[config.mk]
export PLATFORM = sky130hd
export DESIGN_NAME = spef_front_end
export DESIGN_NICKNAME = d
export VERILOG_FILES = /design/src/spef_fifo.v /design/src/spef_front_end.v
export VERILOG_INCLUDE_DIRS = /design/src
export SDC_FILE = /design/constraint.sdc
export NUM_CORES = 1
export LEC_CHECK = 0
export BUFFER_PORTS_ARGS = -buffer_cell sky130_fd_sc_hd__buf_2
export CAP_MARGIN = 5
export CORE_AREA = 10 10 99 101
export DETAILED_ROUTE_END_ITERATION = 10
export DIE_AREA = 0 0 109 111
export PLACE_DENSITY = 0.83
export RECOVER_POWER = 25
export SLEW_MARGIN = 15
export SYNTH_ARGS = -nofsm -noshare
export SYNTH_HDL_FRONTEND = slang
export SYNTH_SLANG_ARGS = --single-unit
export TNS_END_PERCENT = 5
[constraint.sdc]
create_clock -name clk_in -period 5.9 [get_ports clk_in]
set_input_delay 1.18 -clock clk_in [delete_from_list [all_inputs] [get_ports clk_in]]
set_output_delay 1.18 -clock clk_in [all_outputs]
set_load 0.01 [all_outputs]
[src/spef_consts.vh]
// Constants for the serial EEPROM front end: states, counts, fill values.
// Assumes inclusion by the front end, which passes the FIFO sizes on as parameters; definitions only.
// Notes on behaviour
// - Serial input bit is captured on each rising edge of the serial clock.
// - While sending, the output bit changes on each falling serial clock edge.
// - Select high means deselected, and the serial output stays undriven.
// - Select low makes the device selected and active.
// - After power-up nothing is accepted until a select falling edge is seen.
// - Pause suspends the transfer without deselecting; it resumes afterwards.
// - During pause the output is undriven; input and clock are ignored.
// - Write-protect freezes the two protect-size bits against writes.
// - Instruction, address and input data arrive most significant bit first.
// - Every output byte leaves most significant bit first.
// - The first input bit is taken on the first rising edge after select falls.
// - Read-type commands drive the first bit on the first falling edge after them.
// - An unknown command drops to standby, output undriven, until select rises.
// - A known command stays active until select rises.
// - Clock modes 0 and 3 both work; sample on rise, shift on fall.
`ifndef SPEF_CONSTS_VH
`define SPEF_CONSTS_VH
`define SPEF_BYTE_W 8
`define SPEF_BIT_LAST 3'h7
`define SPEF_BIT_FIRST 3'h0
`define SPEF_FILL_BYTE 8'hFF
`define SPEF_FIFO_W 8
`define SPEF_FIFO_D 4
`define SPEF_FIFO_AW 2
`define SPEF_ST_W 3
`define SPEF_ST_IDLE 3'h0
`define SPEF_ST_CMD 3'h1
`define SPEF_ST_CHECK 3'h2
`define SPEF_ST_ACTIVE 3'h3
`define SPEF_ST_STANDBY 3'h4
`endif

[src/spef_fifo.v]
// Small FIFO with a registered output word, valid and ready on both sides.
// Assumes one clock and a synchronous active-low reset shared with its user.
`timescale 1ns/1ps
module spef_fifo #(
  parameter W = 8,
  parameter D = 4,
  parameter AW = 2
) (
  // Clock and reset
  input wire clk_in,
  input wire nrst_in,
  // Filling side
  input wire wr_valid_in,
  input wire [W-1:0] wr_data_in,
  output wire wr_ready_out,
  // Draining side
  input wire rd_ready_in,
  output reg rd_valid_out,
  output reg [W-1:0] rd_data_out
);
  reg [W-1:0] mem [0:D-1];
  reg [AW-1:0] wp_q;
  reg [AW-1:0] rp_q;
  reg [AW:0] cnt_q;
  wire full = (cnt_q == D[AW:0]);
  wire push = wr_valid_in && !full;
  wire fill = (cnt_q != {(AW+1){1'b0}}) && (!rd_valid_out || rd_ready_in);

  assign wr_ready_out = !full;

  // Storage array, no reset needed for data
  always @(posedge clk_in) begin
    if (push) begin
      mem[wp_q] <= wr_data_in;
    end
  end

  // Pointers, count and output register
  always @(posedge clk_in) begin
    if (!nrst_in) begin
      wp_q <= {AW{1'b0}};
      rp_q <= {AW{1'b0}};
      cnt_q <= {(AW+1){1'b0}};
      rd_valid_out <= 1'b0;
      rd_data_out <= {W{1'b0}};
    end else begin
      if (push) begin
        wp_q <= wp_q + {{(AW-1){1'b0}}, 1'b1};
      end
      if (fill) begin
        rd_data_out <= mem[rp_q];
        rd_valid_out <= 1'b1;
        rp_q <= rp_q + {{(AW-1){1'b0}}, 1'b1};
      end else if (rd_ready_in) begin
        rd_valid_out <= 1'b0;
      end
      // Count moves by push minus fill
      if (push && !fill) begin
        cnt_q <= cnt_q + {{AW{1'b0}}, 1'b1};
      end else if (fill && !push) begin
        cnt_q <= cnt_q - {{AW{1'b0}}, 1'b1};
      end
    end
  end
endmodule

[src/spef_front_end.v]
// Serial slave front end of a small EEPROM: selection, shifting, pause, protect.
// Assumes the master's pins arrive asynchronously and the clock is well over
// six times the serial clock; the command decoder sits outside on clk_in.
`timescale 1ns/1ps
`include "spef_consts.vh"
module spef_front_end (
  // Clock and reset
  input wire clk_in,
  input wire nrst_in,
  // Serial pins from the master
  input wire sel_n_in,
  input wire sclk_in,
  input wire sdi_in,
  input wire pause_n_in,
  input wire wp_n_in,
  // Serial output pin, three-state split
  output reg sdo_out,
  output reg sdo_oe_out,
  // Command byte to the decoder
  output reg [7:0] cmd_byte_out,
  output reg cmd_strobe_out,
  input wire cmd_ok_in,
  input wire cmd_read_in,
  // Received address and data bytes
  output wire rx_valid_out,
  output wire [7:0] rx_data_out,
  input wire rx_ready_in,
  output reg rx_overrun_out,
  // Bytes to send on reads
  input wire tx_valid_in,
  input wire [7:0] tx_data_in,
  output reg tx_ready_out,
  // Protect-size bits
  input wire protect_wr_in,
  input wire protect_size_hi_in,
  input wire protect_size_lo_in,
  output reg protect_size_hi_out,
  output reg protect_size_lo_out,
  // Status
  output reg selected_out,
  output reg active_out,
  output reg frame_end_out
);
  // Synchroniser stages for the pins
  reg sel_s1_q, sel_s2_q, sel_s3_q;
  reg sclk_s1_q, sclk_s2_q, sclk_s3_q;
  reg sdi_s1_q, sdi_s2_q;
  reg pause_s1_q, pause_s2_q;
  reg wp_s1_q, wp_s2_q;
  // Link state
  reg [`SPEF_ST_W-1:0] st_q;
  reg armed_q;
  reg [2:0] bit_q;
  reg [7:0] rx_sh_q;
  reg sending_q;
  reg first_fall_q;
  reg [7:0] tx_sh_q;
  reg [7:0] tx_hold_q;
  reg tx_full_q;
  reg push_q;
  reg [7:0] push_data_q;
  wire fifo_ready;

  // Decoded pin events, all from settled stages
  wire sel_fall = sel_s3_q && !sel_s2_q;
  wire sel_rise = !sel_s3_q && sel_s2_q;
  wire sel_low = !sel_s2_q;
  wire paused = sel_low && !pause_s2_q;
  // Edges from stages two and three, so each pin edge is seen once
  wire sck_rise = sclk_s2_q && !sclk_s3_q;
  wire sck_fall = !sclk_s2_q && sclk_s3_q;
  // Pause gates every edge; counters and shifters just wait it out
  wire live = armed_q && sel_low && !paused;
  wire byte_done = live && sck_rise && (bit_q == `SPEF_BIT_LAST);
  wire [7:0] rx_next = {rx_sh_q[6:0], sdi_s2_q};

  // Two-flop synchronisers; reset low so a held-low select shows no fall
  // Pause resets high, its idle level, so reset shows no false pause
  always @(posedge clk_in) begin
    if (!nrst_in) begin
      sel_s1_q <= 1'b0;
      sel_s2_q <= 1'b0;
      sel_s3_q <= 1'b0;
      sclk_s1_q <= 1'b0;
      sclk_s2_q <= 1'b0;
      sclk_s3_q <= 1'b0;
      sdi_s1_q <= 1'b0;
      sdi_s2_q <= 1'b0;
      pause_s1_q <= 1'b1;
      pause_s2_q <= 1'b1;
      wp_s1_q <= 1'b0;
      wp_s2_q <= 1'b0;
    end else begin
      sel_s1_q <= sel_n_in;
      sel_s2_q <= sel_s1_q;
      sel_s3_q <= sel_s2_q;
      sclk_s1_q <= sclk_in;
      sclk_s2_q <= sclk_s1_q;
      sclk_s3_q <= sclk_s2_q;
      sdi_s1_q <= sdi_in;
      sdi_s2_q <= sdi_s1_q;
      pause_s1_q <= pause_n_in;
      pause_s2_q <= pause_s1_q;
      wp_s1_q <= wp_n_in;
      wp_s2_q <= wp_s1_q;
    end
  end

  // Power-up gate: nothing counts before the first select fall
  always @(posedge clk_in) begin
    if (!nrst_in) begin
      armed_q <= 1'b0;
    end else if (sel_fall) begin
      armed_q <= 1'b1;
    end
  end

  // Bit counter and input shifter, MSB first on rising edges
  // Standby ignores input, so the counter freezes until deselect
  always @(posedge clk_in) begin
    if (!nrst_in) begin
      bit_q <= `SPEF_BIT_FIRST;
      rx_sh_q <= 8'h00;
    end else if (sel_fall || sel_rise) begin
      bit_q <= `SPEF_BIT_FIRST;
      rx_sh_q <= 8'h00;
    end else if (live && sck_rise && st_q != `SPEF_ST_STANDBY) begin
      rx_sh_q <= rx_next;
      bit_q <= bit_q + 3'h1;
    end
  end

  // Link state machine
  always @(posedge clk_in) begin
    if (!nrst_in) begin
      st_q <= `SPEF_ST_IDLE;
      sending_q <= 1'b0;
      cmd_byte_out <= 8'h00;
      cmd_strobe_out <= 1'b0;
    end else begin
      cmd_strobe_out <= 1'b0;
      if (sel_rise || !sel_low) begin
        st_q <= `SPEF_ST_IDLE;
        sending_q <= 1'b0;
      end else if (sel_fall) begin
        // A fresh selection always restarts instruction decoding
        st_q <= `SPEF_ST_CMD;
        sending_q <= 1'b0;
      end else begin
        case (st_q)
          `SPEF_ST_CMD: begin
            if (byte_done) begin
              cmd_byte_out <= rx_next;
              cmd_strobe_out <= 1'b1;
              st_q <= `SPEF_ST_CHECK;
            end
          end
          `SPEF_ST_CHECK: begin
            // Decoder answers in the cycle after the strobe
            if (!cmd_strobe_out) begin
              if (cmd_ok_in) begin
                st_q <= `SPEF_ST_ACTIVE;
                sending_q <= cmd_read_in;
              end else begin
                st_q <= `SPEF_ST_STANDBY;
              end
            end
          end
          `SPEF_ST_ACTIVE: begin
            st_q <= `SPEF_ST_ACTIVE;
          end
          `SPEF_ST_STANDBY: begin
            st_q <= `SPEF_ST_STANDBY;
          end
          default: begin
            st_q <= `SPEF_ST_IDLE;
          end
        endcase
      end
    end
  end

  // Pending byte for the sender, refilled from the user side
  // Ready is a flop, cleared on the same edge as each take
  always @(posedge clk_in) begin
    if (!nrst_in) begin
      tx_hold_q <= 8'h00;
      tx_full_q <= 1'b0;
      tx_ready_out <= 1'b0;
    end else begin
      tx_ready_out <= !tx_full_q && !(tx_valid_in && tx_ready_out);
      if (tx_valid_in && tx_ready_out) begin
        tx_hold_q <= tx_data_in;
        tx_full_q <= 1'b1;
      end else if (sending_q && first_fall_q && live && sck_fall) begin
        tx_full_q <= 1'b0;
      end else if (!sel_low) begin
        tx_full_q <= 1'b0;
      end
    end
  end

  // Output shifter; an empty holder sends the fill byte
  // First fall of each byte loads the shifter from the holder; later falls shift it
  always @(posedge clk_in) begin
    if (!nrst_in) begin
      first_fall_q <= 1'b0;
      tx_sh_q <= 8'h00;
      sdo_out <= 1'b0;
    end else if (!sel_low) begin
      first_fall_q <= 1'b0;
    end else begin
      if (st_q == `SPEF_ST_CHECK || byte_done) begin
        first_fall_q <= 1'b1;
      end
      if (sending_q && live && sck_fall) begin
        first_fall_q <= 1'b0;
        if (first_fall_q) begin
          // Put the byte's MSB out now and load the seven bits after it
          tx_sh_q <= tx_full_q ? {tx_hold_q[6:0], 1'b0} : `SPEF_FILL_BYTE;
          sdo_out <= tx_full_q ? tx_hold_q[7] : 1'b1;
        end else begin
          sdo_out <= tx_sh_q[7];
          tx_sh_q <= {tx_sh_q[6:0], 1'b0};
        end
      end
    end
  end

  // Output enable: only while selected, sending, active and not paused
  // It turns on at a seen fall, with the bit, so no stale bit leads
  always @(posedge clk_in) begin
    if (!nrst_in) begin
      sdo_oe_out <= 1'b0;
    end else begin
      // Once on, it stays on until pause, deselect or standby
      sdo_oe_out <= sending_q && live && (st_q == `SPEF_ST_ACTIVE) &&
        (sdo_oe_out || sck_fall);
    end
  end

  // Address and data bytes go to the FIFO; a full FIFO loses the byte
  // The instruction byte is never pushed; only the bytes after it
  always @(posedge clk_in) begin
    if (!nrst_in) begin
      push_q <= 1'b0;
      push_data_q <= 8'h00;
      rx_overrun_out <= 1'b0;
    end else begin
      push_q <= 1'b0;
      if (byte_done && st_q == `SPEF_ST_ACTIVE) begin
        if (fifo_ready) begin
          push_q <= 1'b1;
          push_data_q <= rx_next;
        end else begin
          rx_overrun_out <= 1'b1;
        end
      end else if (sel_fall) begin
        rx_overrun_out <= 1'b0;
      end
    end
  end

  // Protect size frozen while write-protect is low
  // Locked bits keep the protected region's size fixed for writes
  always @(posedge clk_in) begin
    if (!nrst_in) begin
      protect_size_hi_out <= 1'b0;
      protect_size_lo_out <= 1'b0;
    end else if (protect_wr_in && wp_s2_q) begin
      protect_size_hi_out <= protect_size_hi_in;
      protect_size_lo_out <= protect_size_lo_in;
    end
  end

  // Status outputs
  // Frame end pulses once per selection, and only after arming
  always @(posedge clk_in) begin
    if (!nrst_in) begin
      selected_out <= 1'b0;
      active_out <= 1'b0;
      frame_end_out <= 1'b0;
    end else begin
      selected_out <= armed_q && sel_low;
      active_out <= armed_q && sel_low && st_q != `SPEF_ST_STANDBY;
      frame_end_out <= sel_rise && armed_q;
    end
  end

  // Receive FIFO; push waits one cycle so a held byte is still taken
  // Four words and the output register ride out a short consumer stall
  spef_fifo #(
    .W(`SPEF_FIFO_W),
    .D(`SPEF_FIFO_D),
    .AW(`SPEF_FIFO_AW)
  ) u_rx_fifo (
    .clk_in(clk_in),
    .nrst_in(nrst_in),
    .wr_valid_in(push_q),
    .wr_data_in(push_data_q),
    .wr_ready_out(fifo_ready),
    .rd_ready_in(rx_ready_in),
    .rd_valid_out(rx_valid_out),
    .rd_data_out(rx_data_out)
  );
endmodule

==> out/results.tsv, run 1 <==
stage	metric	value	unit
status	outcome	finished, final reports clean	
hold_path	worst_hold_path.num_cells	1	
critical_path	critical_path.endpoint_type	flip-flop	
logic_synthesis	yosysSeqAreaShare	0.572	
critical_path	cp_cell_sequence	clkbuf_1 > buf_4 > clkinv_1 > buf_4 > nor3_1 > o2bb2ai_1	
global_routing	grt_pass1_vias	3436	
logic_synthesis	synth.most_common_cell	dfxtp_1	
critical_path	cpPeakStageDelay	0.68	ns
critical_path	critPathRequiredTime	6.34	ns
critical_path	r2r-end	u_rx_fifo.cnt_q[2]	
logic_synthesis	async_flop_share	0	
logic_synthesis	synth_compound_area_frac	0.0947	
clock_network	cts_sinks	120	
logic_synthesis	synth.mux.area_fraction	0.0947	
logic_synthesis	synth_cells	420	
route	dr.pass1.iters	4	
floorplan	dieArea	12100	µm²
finish	layout-drive-gt1-share	0.202	
critical_path	critPathBufInv	4	
logic_synthesis	synth_adder_area_share	0.0305	
route	wire_per_inst	16.7	µm
route	ant_nets	0	
job	maxCapViolCount	0	
sta	fmax	335	MHz
logic_synthesis	netlist_area	4760	µm²
global_routing	grt.total_usage	0.170	
critical_path	crit_path_max_fanout	36	
power_and_ir_drop	p_leak	2.03	nW
logic_synthesis	ys_warn_count	0	
logic_synthesis	synth_commonest_cells	dfxtp_1, nand2_1, edfxtp_1	
clock_network	cts_hold_buf	0	
logic_synthesis	ys.flop_type	dfxtp_1	
power_and_ir_drop	power.total	2.19	mW
critical_path	r2r-start	u_rx_fifo.cnt_q[0]	
critical_path	rr_worst_depth	9	
hold_path	holdCritPathClass	reg -> reg	
floorplan	boundaryPins	49	
clock_network	htree_levels	4	
route	vias_per_cell	5.69	
floorplan	rows	33	
critical_path	start_kind	input port	
logic_synthesis	synth_top_family_by_area	simple AND/OR/NAND/NOR gates	
sta	finalHoldViolations	0	
hold_path	holdPathEnd	pause_s2_q	
sta	period_minus_slack	2.99	ns
floorplan	initial_utilization	0.597	
global_routing	grt_max_degree	37	
clock_network	clkLatencyLatePin	0.52	ns
power_and_ir_drop	ir_worst_vdd	0.204	mV
floorplan	die_height	111	µm
global_routing	grt_antenna_before_repair	0	
critical_path	path_delay_family	buffers and inverters	
critical_path	regToRegSetupSlack	3.18	ns
critical_path	slowest_stage	nor3_1	
logic_synthesis	yosys.cell_types.count	51	
sta	finalClockSkew	0.00777	ns
clock_network	cts_buffers	17	
global_routing	grt-ovfl-total	0	
sta	final_max_slew_viol_count	0	
route	vias	3332	
logic_synthesis	synth_edf_count	32	
finish	final_util	0.709	
sta	period_share	0.507	
logic_synthesis	synthTopCellsByArea	dfxtp_1, edfxtp_1, mux2i_1, nand2_1, mux4_2	
finish	area_growth	18.8	%
sta	max-slew-margin-rel	0.372	
route	wl	9.81	mm
sta	setup_viol_count_final	0	
power_and_ir_drop	cellPowerDensity	388	nW/µm²
logic_synthesis	yosys.area_share.simple	0.169	
sta	tns	0	ns
floorplan	die_x	109	µm
clock_network	cts-root-buf	clkbuf_8	
logic_synthesis	yosys.area_share.xor_xnor	0.00368	
clock_network	cts_buffer_depth	2	
finish	fin_nets	501	
placement	gp_congestion	0.803	
logic_synthesis	postSynthAreaPerCell	11.3	µm²
hold_path	min-delay-start	pause_s1_q	
logic_synthesis	ys_seq_elements	120	
critical_path	cpMostUsedCell	buf_4	
finish	antenna_cells	0	
route	drt-initial-drc-count	181	
clock_network	post-cts-setup-buffers	0	
clock_network	cts.reportedPaths.clkPinSlew	0.05	ns
sta	tightest_slew	0.940	ns
logic_synthesis	synth_top_area_share	0.370	
placement	dpl.hpwl	6.09	mm
sta	rsz0062_at_grt	no	
critical_path	arrival	3.43	ns
global_routing	grt_pass1_wl	16.4	mm
route	drc	0	
clock_network	cts_resized	0	
critical_path	timing.setup.critical_path_class	in -> reg	
clock_network	cts_tree	yes	
placement	io_buffers	48	
floorplan	coreArea	7970	µm²
logic_synthesis	synth_largest_area_cell	dfxtp_1	
logic_synthesis	syn_nets	453	
worst reg2reg max path, delay by kind of cell, from the launching register on:
family | cells | cell delay (ns)
compound gates | 1 | 0.18
xor+xnor | 1 | 0.18
fa+ha+maj | 2 | 0.61
buf+inv | 2 | 0.19
flops | 1 | 0.38
simple gates | 3 | 1.10
worst max path at each step:
stage                               end  cells past startpoint        start  slack (ns)
3_5_place_dp         u_rx_fifo.cnt_q[2]                     10  rx_ready_in        2.59
5_1_grt        u_rx_fifo.rd_data_out[5]                      6      nrst_in        2.64
2_1_floorplan        u_rx_fifo.cnt_q[2]                      9  rx_ready_in        2.89
3_3_place_gp         u_rx_fifo.cnt_q[2]                     10  rx_ready_in        2.66
6_report       u_rx_fifo.rd_data_out[5]                      6      nrst_in        2.91
4_1_cts              u_rx_fifo.cnt_q[2]                     10  rx_ready_in        3.05
per-stage QoR:
step           cells  worst slack, ns  hold WS [ns]  area, µm²
5_1_grt          586             2.64         0.426       5650
2_1_floorplan    420             2.89         0.386       4760
4_1_cts          586             3.05         0.423       5650
3_5_place_dp     554             2.59         0.408       5040
6_report         586             2.91         0.416       5650
3_3_place_gp     554             2.66         0.398       5040
logic make-up after synthesis:
group	after synthesis
xor gates and xnor gates	2
buffers and inverters	34
adders and majority gates	11
muxes	35
and+or+nand+nor	151
AOI/OAI and AO/OA	67
DFF	120
where the power goes:
part / internal, mW / leakage (nW) / total (mW) / switching [mW]
clock: 0.700 / 0.302 / 1.04 / 0.343
combinational: 0.0967 / 0.794 / 0.213 / 0.116
sequential: 0.889 / 0.937 / 0.939 / 0.0503
total: 1.69 / 2.03 / 2.19 / 0.509
cells in the final DEF (no fill, tap or decap), types with 3 or more instances in the layout:
| cell | netlist | layout |
|---|---|---|
| clkinv_2 | 0 | 3 |
| nor3b_1 | 5 | 4 |
| clkbuf_8 | 0 | 4 |
| mux4_2 | 8 | 8 |
| nand2b_1 | 4 | 4 |
| ha_1 | 10 | 10 |
| and3_1 | 8 | 8 |
| clkbuf_1 | 13 | 5 |
| inv_1 | 11 | 11 |
| clkbuf_16 | 0 | 17 |
| bufinv_16 | 0 | 3 |
| nand3_1 | 5 | 5 |
| nand2_1 | 67 | 67 |
| edfxtp_1 | 32 | 32 |
| buf_4 | 1 | 3 |
| and2_0 | 0 | 5 |
| o21ai_0 | 6 | 6 |
| buf_2 | 2 | 47 |
| nor2_1 | 15 | 15 |
| a21oi_1 | 27 | 27 |
| dfxtp_1 | 88 | 88 |
| nor3_1 | 6 | 6 |
| a311oi_1 | 9 | 9 |
| and2_1 | 9 | 4 |
| nor2b_1 | 14 | 14 |
| a211oi_1 | 8 | 8 |
| o2bb2ai_1 | 8 | 8 |
| mux2i_1 | 27 | 27 |
final cells by class:
cell class              instances  area [µm²]
repair buffers                 51         262
clock inverters                 7         111
flip-flops and latches        120        2720
clock buffers                  25         495
multi-input cells             266        1880
fillers                       524        2320
well taps                     105         131
inverters                      12        45.0
routing by layer:
layer | GRT usage | up-vias | part of all wire
met5 | 0 | - | 0
met4 | 0.0809 | 0 | 0.021
met3 | 0.0628 | 24 | 0.054
met2 | 0.279 | 101 | 0.51
met1 | 0.190 | 1608 | 0.41
li1 | - | 1599 | -
state kept, by name (all words and copies together) (netlist names), 2 cells and up:
name and cells:
u_rx_fifo.mem 32, cmd_byte_out 8, push_data_q 8, tx_hold_q 8, tx_sh_q 8, u_rx_fifo.rd_data_out 8, rx_sh_q 7, bit_q 3
st_q 3, u_rx_fifo.cnt_q 3, u_rx_fifo.rp_q 2, u_rx_fifo.wp_q 2
Power figures use the tool's default switching activity.
==> inputs of run 2 (changes only) <==
--- a/config.mk
+++ b/config.mk
@@ -6,12 +6,13 @@
 export SDC_FILE = /design/constraint.sdc
 export NUM_CORES = 1
 export LEC_CHECK = 0
+export ABC_AREA = 1
 export BUFFER_PORTS_ARGS = -buffer_cell sky130_fd_sc_hd__buf_2
 export CAP_MARGIN = 5
-export CORE_AREA = 10 10 99 101
+export CORE_AREA = 10 10 102 104
 export DETAILED_ROUTE_END_ITERATION = 10
-export DIE_AREA = 0 0 109 111
-export PLACE_DENSITY = 0.83
+export DIE_AREA = 0 0 112 114
+export PLACE_DENSITY = 0.78
 export RECOVER_POWER = 25
 export SLEW_MARGIN = 15
 export SYNTH_ARGS = -nofsm -noshare
==> constraint.sdc (replaced) <==
create_clock -name clk_in -period 3 [get_ports clk_in]
set_input_delay 0.6 -clock clk_in [delete_from_list [all_inputs] [get_ports clk_in]]
set_output_delay 0.6 -clock clk_in [all_outputs]
set_load 0.01 [all_outputs]
==> out/results.tsv, run 2 <==
stage	metric	value	unit	change
critical_path	path_delay_family	adder cells		
critical_path	arrival	2.59	ns	-0.84 ns
global_routing	grt-busiest-layer	met2		
finish	antenna_cells	0		unchanged
logic_synthesis	async_flop_share	0		unchanged
finish	final_common_cell	nor2_1		
floorplan	dieArea	12800	µm²	+5.5%
clock_network	cts_buffers	17		unchanged
finish	largest_register	u_rx_fifo.mem		
sta	tightest_slew	1.70	ns	+0.762 ns
logic_synthesis	ys_warn_count	0		unchanged
logic_synthesis	synth.most_common_cell	nor2_1		
route	dr.pass1.iters	5		+1
placement	io_buffers	48		unchanged
global_routing	grtUsageMet3	0.0646		+0.00178
critical_path	timing.setup.critical_path_class	reg -> reg		
clock_network	cts_buffer_depth	2		unchanged
global_routing	grt_pass1_wl	15.8	mm	-3.9%
logic_synthesis	netlist_area	4720	µm²	-0.82%
sta	setup_viol_count_final	0		unchanged
clock_network	clkLatencyLatePin	0.52	ns	about the same
clock_network	htree_levels	4		unchanged
critical_path	start_kind	flip-flop		
power_and_ir_drop	ir_worst_vdd	0.454	mV	+120%
clock_network	cts_hold_buf	0		unchanged
global_routing	grt_use_met2	0.259		-0.0202
floorplan	boundaryPins	49		unchanged
clock_network	cts_tree	yes		
finish	mostFrequentLayoutCells	nor2_1, nand2_1, dfxtp_1		
global_routing	grt_antenna_before_repair	0		unchanged
logic_synthesis	synth_cells	540		+29%
logic_synthesis	ys_seq_elements	120		unchanged
sta	finalClockSkew	0.00872	ns	+0.000949 ns
logic_synthesis	synthTopCellsByArea	dfxtp_1, edfxtp_1, nor2_1, nand2_1, o21ai_0		
route	ant_nets	0		unchanged
power_and_ir_drop	cellPowerDensity	777	nW/µm²	+100%
critical_path	crit_path_max_fanout	9		-75%
job	maxCapViolCount	1		+1
critical_path	slowest_stage	fa_1		
critical_path	cp_cell_sequence	inv_1 > nand3_1 > nand2_1 > inv_1 > ha_1 > inv_1 > fa_1 > a21oi_1 > o21ai_0 > o21ai_0 > a21oi_1		
global_routing	grt_max_degree	46		+24%
finish	area_growth	18.3	%	
finish	layout-drive-gt1-share	0.157		-0.0449
sta	max-slew-margin-rel	-0.135		-0.507
critical_path	critPathBufInv	3		-1
power_and_ir_drop	p_leak	2.40	nW	+18%
sta	finalHoldViolations	0		unchanged
logic_synthesis	syn_nets	573		+26%
status	violations	capacitance limit, slew limit		
clock_network	cts-root-buf	clkbuf_8		
global_routing	grtUsageMet1	0.155		-0.0345
logic_synthesis	postSynthAreaPerCell	8.74	µm²	-23%
clock_network	cts.reportedPaths.clkPinSlew	0.06	ns	about the same
clock_network	cts_resized	0		unchanged
hold_path	holdCritPathClass	in -> reg		
floorplan	initial_utilization	0.557		-0.0396
finish	register_area	2720	µm²	unchanged
clock_network	post-cts-setup-buffers	0		unchanged
clock_network	cts_sinks	120		unchanged
route	wl	9.34	mm	-4.8%
logic_synthesis	yosys.cell_types.count	34		-33%
placement	dpl.hpwl	6.24	mm	+2.5%
route	vias	3643		+9.3%
sta	period_share	0.731		
critical_path	cpMostUsedCell	inv_1		
global_routing	grt-ovfl-total	0		unchanged
sta	period_minus_slack	2.19	ns	
floorplan	die_height	114	µm	+2.7%
route	wire_per_inst	13.1	µm	-22%
logic_synthesis	yosysSeqAreaShare	0.577		+0.00470
critical_path	cpPeakStageDelay	0.43	ns	-0.25 ns
sta	tns	0	ns	unchanged
logic_synthesis	synth_top_area_share	0.373		+0.00304
sta	final_max_slew_viol_count	46		+46
status	outcome	finished with violations		
route	vias_per_cell	5.10		-10%
finish	fin_nets	626		+25%
logic_synthesis	synth_edf_count	32		unchanged
route	drc	0		unchanged
sta	rsz0062_at_grt	no		
global_routing	grt.total_usage	0.149		-0.0210
route	drt-initial-drc-count	155		-14%
placement	gp_congestion	0.778		-3.2%
floorplan	coreArea	8470	µm²	+6.2%
floorplan	die_x	112	µm	+2.8%
finish	layout.cells.non_filler	714		+22%
placement	placed_cells	682		+23%
finish	fillCellCount	678		+29%
floorplan	rows	34		+3.0%
logic_synthesis	synth_largest_area_cell	dfxtp_1		
finish	multiInputGateArea	1680	µm²	-11%
finish	largest_reg_flops	32		unchanged
critical_path	critPathRequiredTime	3.40	ns	-2.94 ns
sta	fmax	456	MHz	
critical_path	critical_path.endpoint_type	flip-flop		
global_routing	grt_pass1_vias	3553		+3.4%
logic_synthesis	synth_commonest_cells	nor2_1, nand2_1, dfxtp_1		
logic_synthesis	ys.flop_type	dfxtp_1		
run 2: final timing paths:
path	end	slack, ns	depth (start not counted)	from
max reg2reg	u_rx_fifo.cnt_q[2]	0.81	11	u_rx_fifo.cnt_q[0]
max	u_rx_fifo.cnt_q[2]	0.81	11	u_rx_fifo.cnt_q[0]
min	sclk_s1_q	0.26	3	sclk_in
min reg2reg	sdi_s2_q	0.41	2	sdi_s1_q
run 2: logic make-up after synthesis:
| family | synth area share |
|---|---|
| AOI/OAI and AO/OA | 0.123 |
| xor gates and xnor gates | 0.00186 |
| adders and majority gates | 0.0308 |
| buffers and inverters | 0.0671 |
| DFF | 0.577 |
| and+or+nand+nor | 0.201 |
run 2: through the flow:
stage | setup slack, ns | cell area, µm² | hold WS, ns | util | power [mW]
after global routing | 0.565 | 5580 | 0.250 | 0.659 | 4.56
after floorplan | 0.792 | 4720 | 0.390 | - | 2.30
after detailed placement | 0.791 | 5020 | 0.398 | 0.594 | 2.48
after global placement | 0.834 | 5020 | 0.393 | 0.594 | 2.46
final | 0.806 | 5580 | 0.261 | 0.659 | 4.34
after CTS | 0.816 | 5590 | 0.242 | 0.660 | 4.37
run 2: layer usage:
layer | share of wire | vias to the layer above
met4 | 0.011 | 0
li1 | - | 1863
met2 | 0.50 | 104
met3 | 0.066 | 10
met1 | 0.42 | 1666
met5 | 0 | -
run 2: final cells by class:
class,count,share of cell area
sequential,120,0.488
multi-input combinational,343,0.301
clock buffer,21,0.0823
timing repair buffer,51,0.0462
inverter,60,0.0403
tap,108,0.0242
clock inverter,11,0.0184
run 2: power by group:
| part | total [mW] | internal, mW | switching, mW | leakage, nW |
|---|---|---|---|---|
| clock network | 1.90 | 1.23 | 0.669 | 0.277 |
| logic | 0.583 | 0.218 | 0.365 | 1.12 |
| registers | 1.86 | 1.77 | 0.0913 | 0.999 |
| total | 4.34 | 3.21 | 1.12 | 2.40 |
run 2: tightest hold or removal path: stages:
cell     delay [ns]
buf_2          0.07
nand2_1        0.04
inv_1          0.04
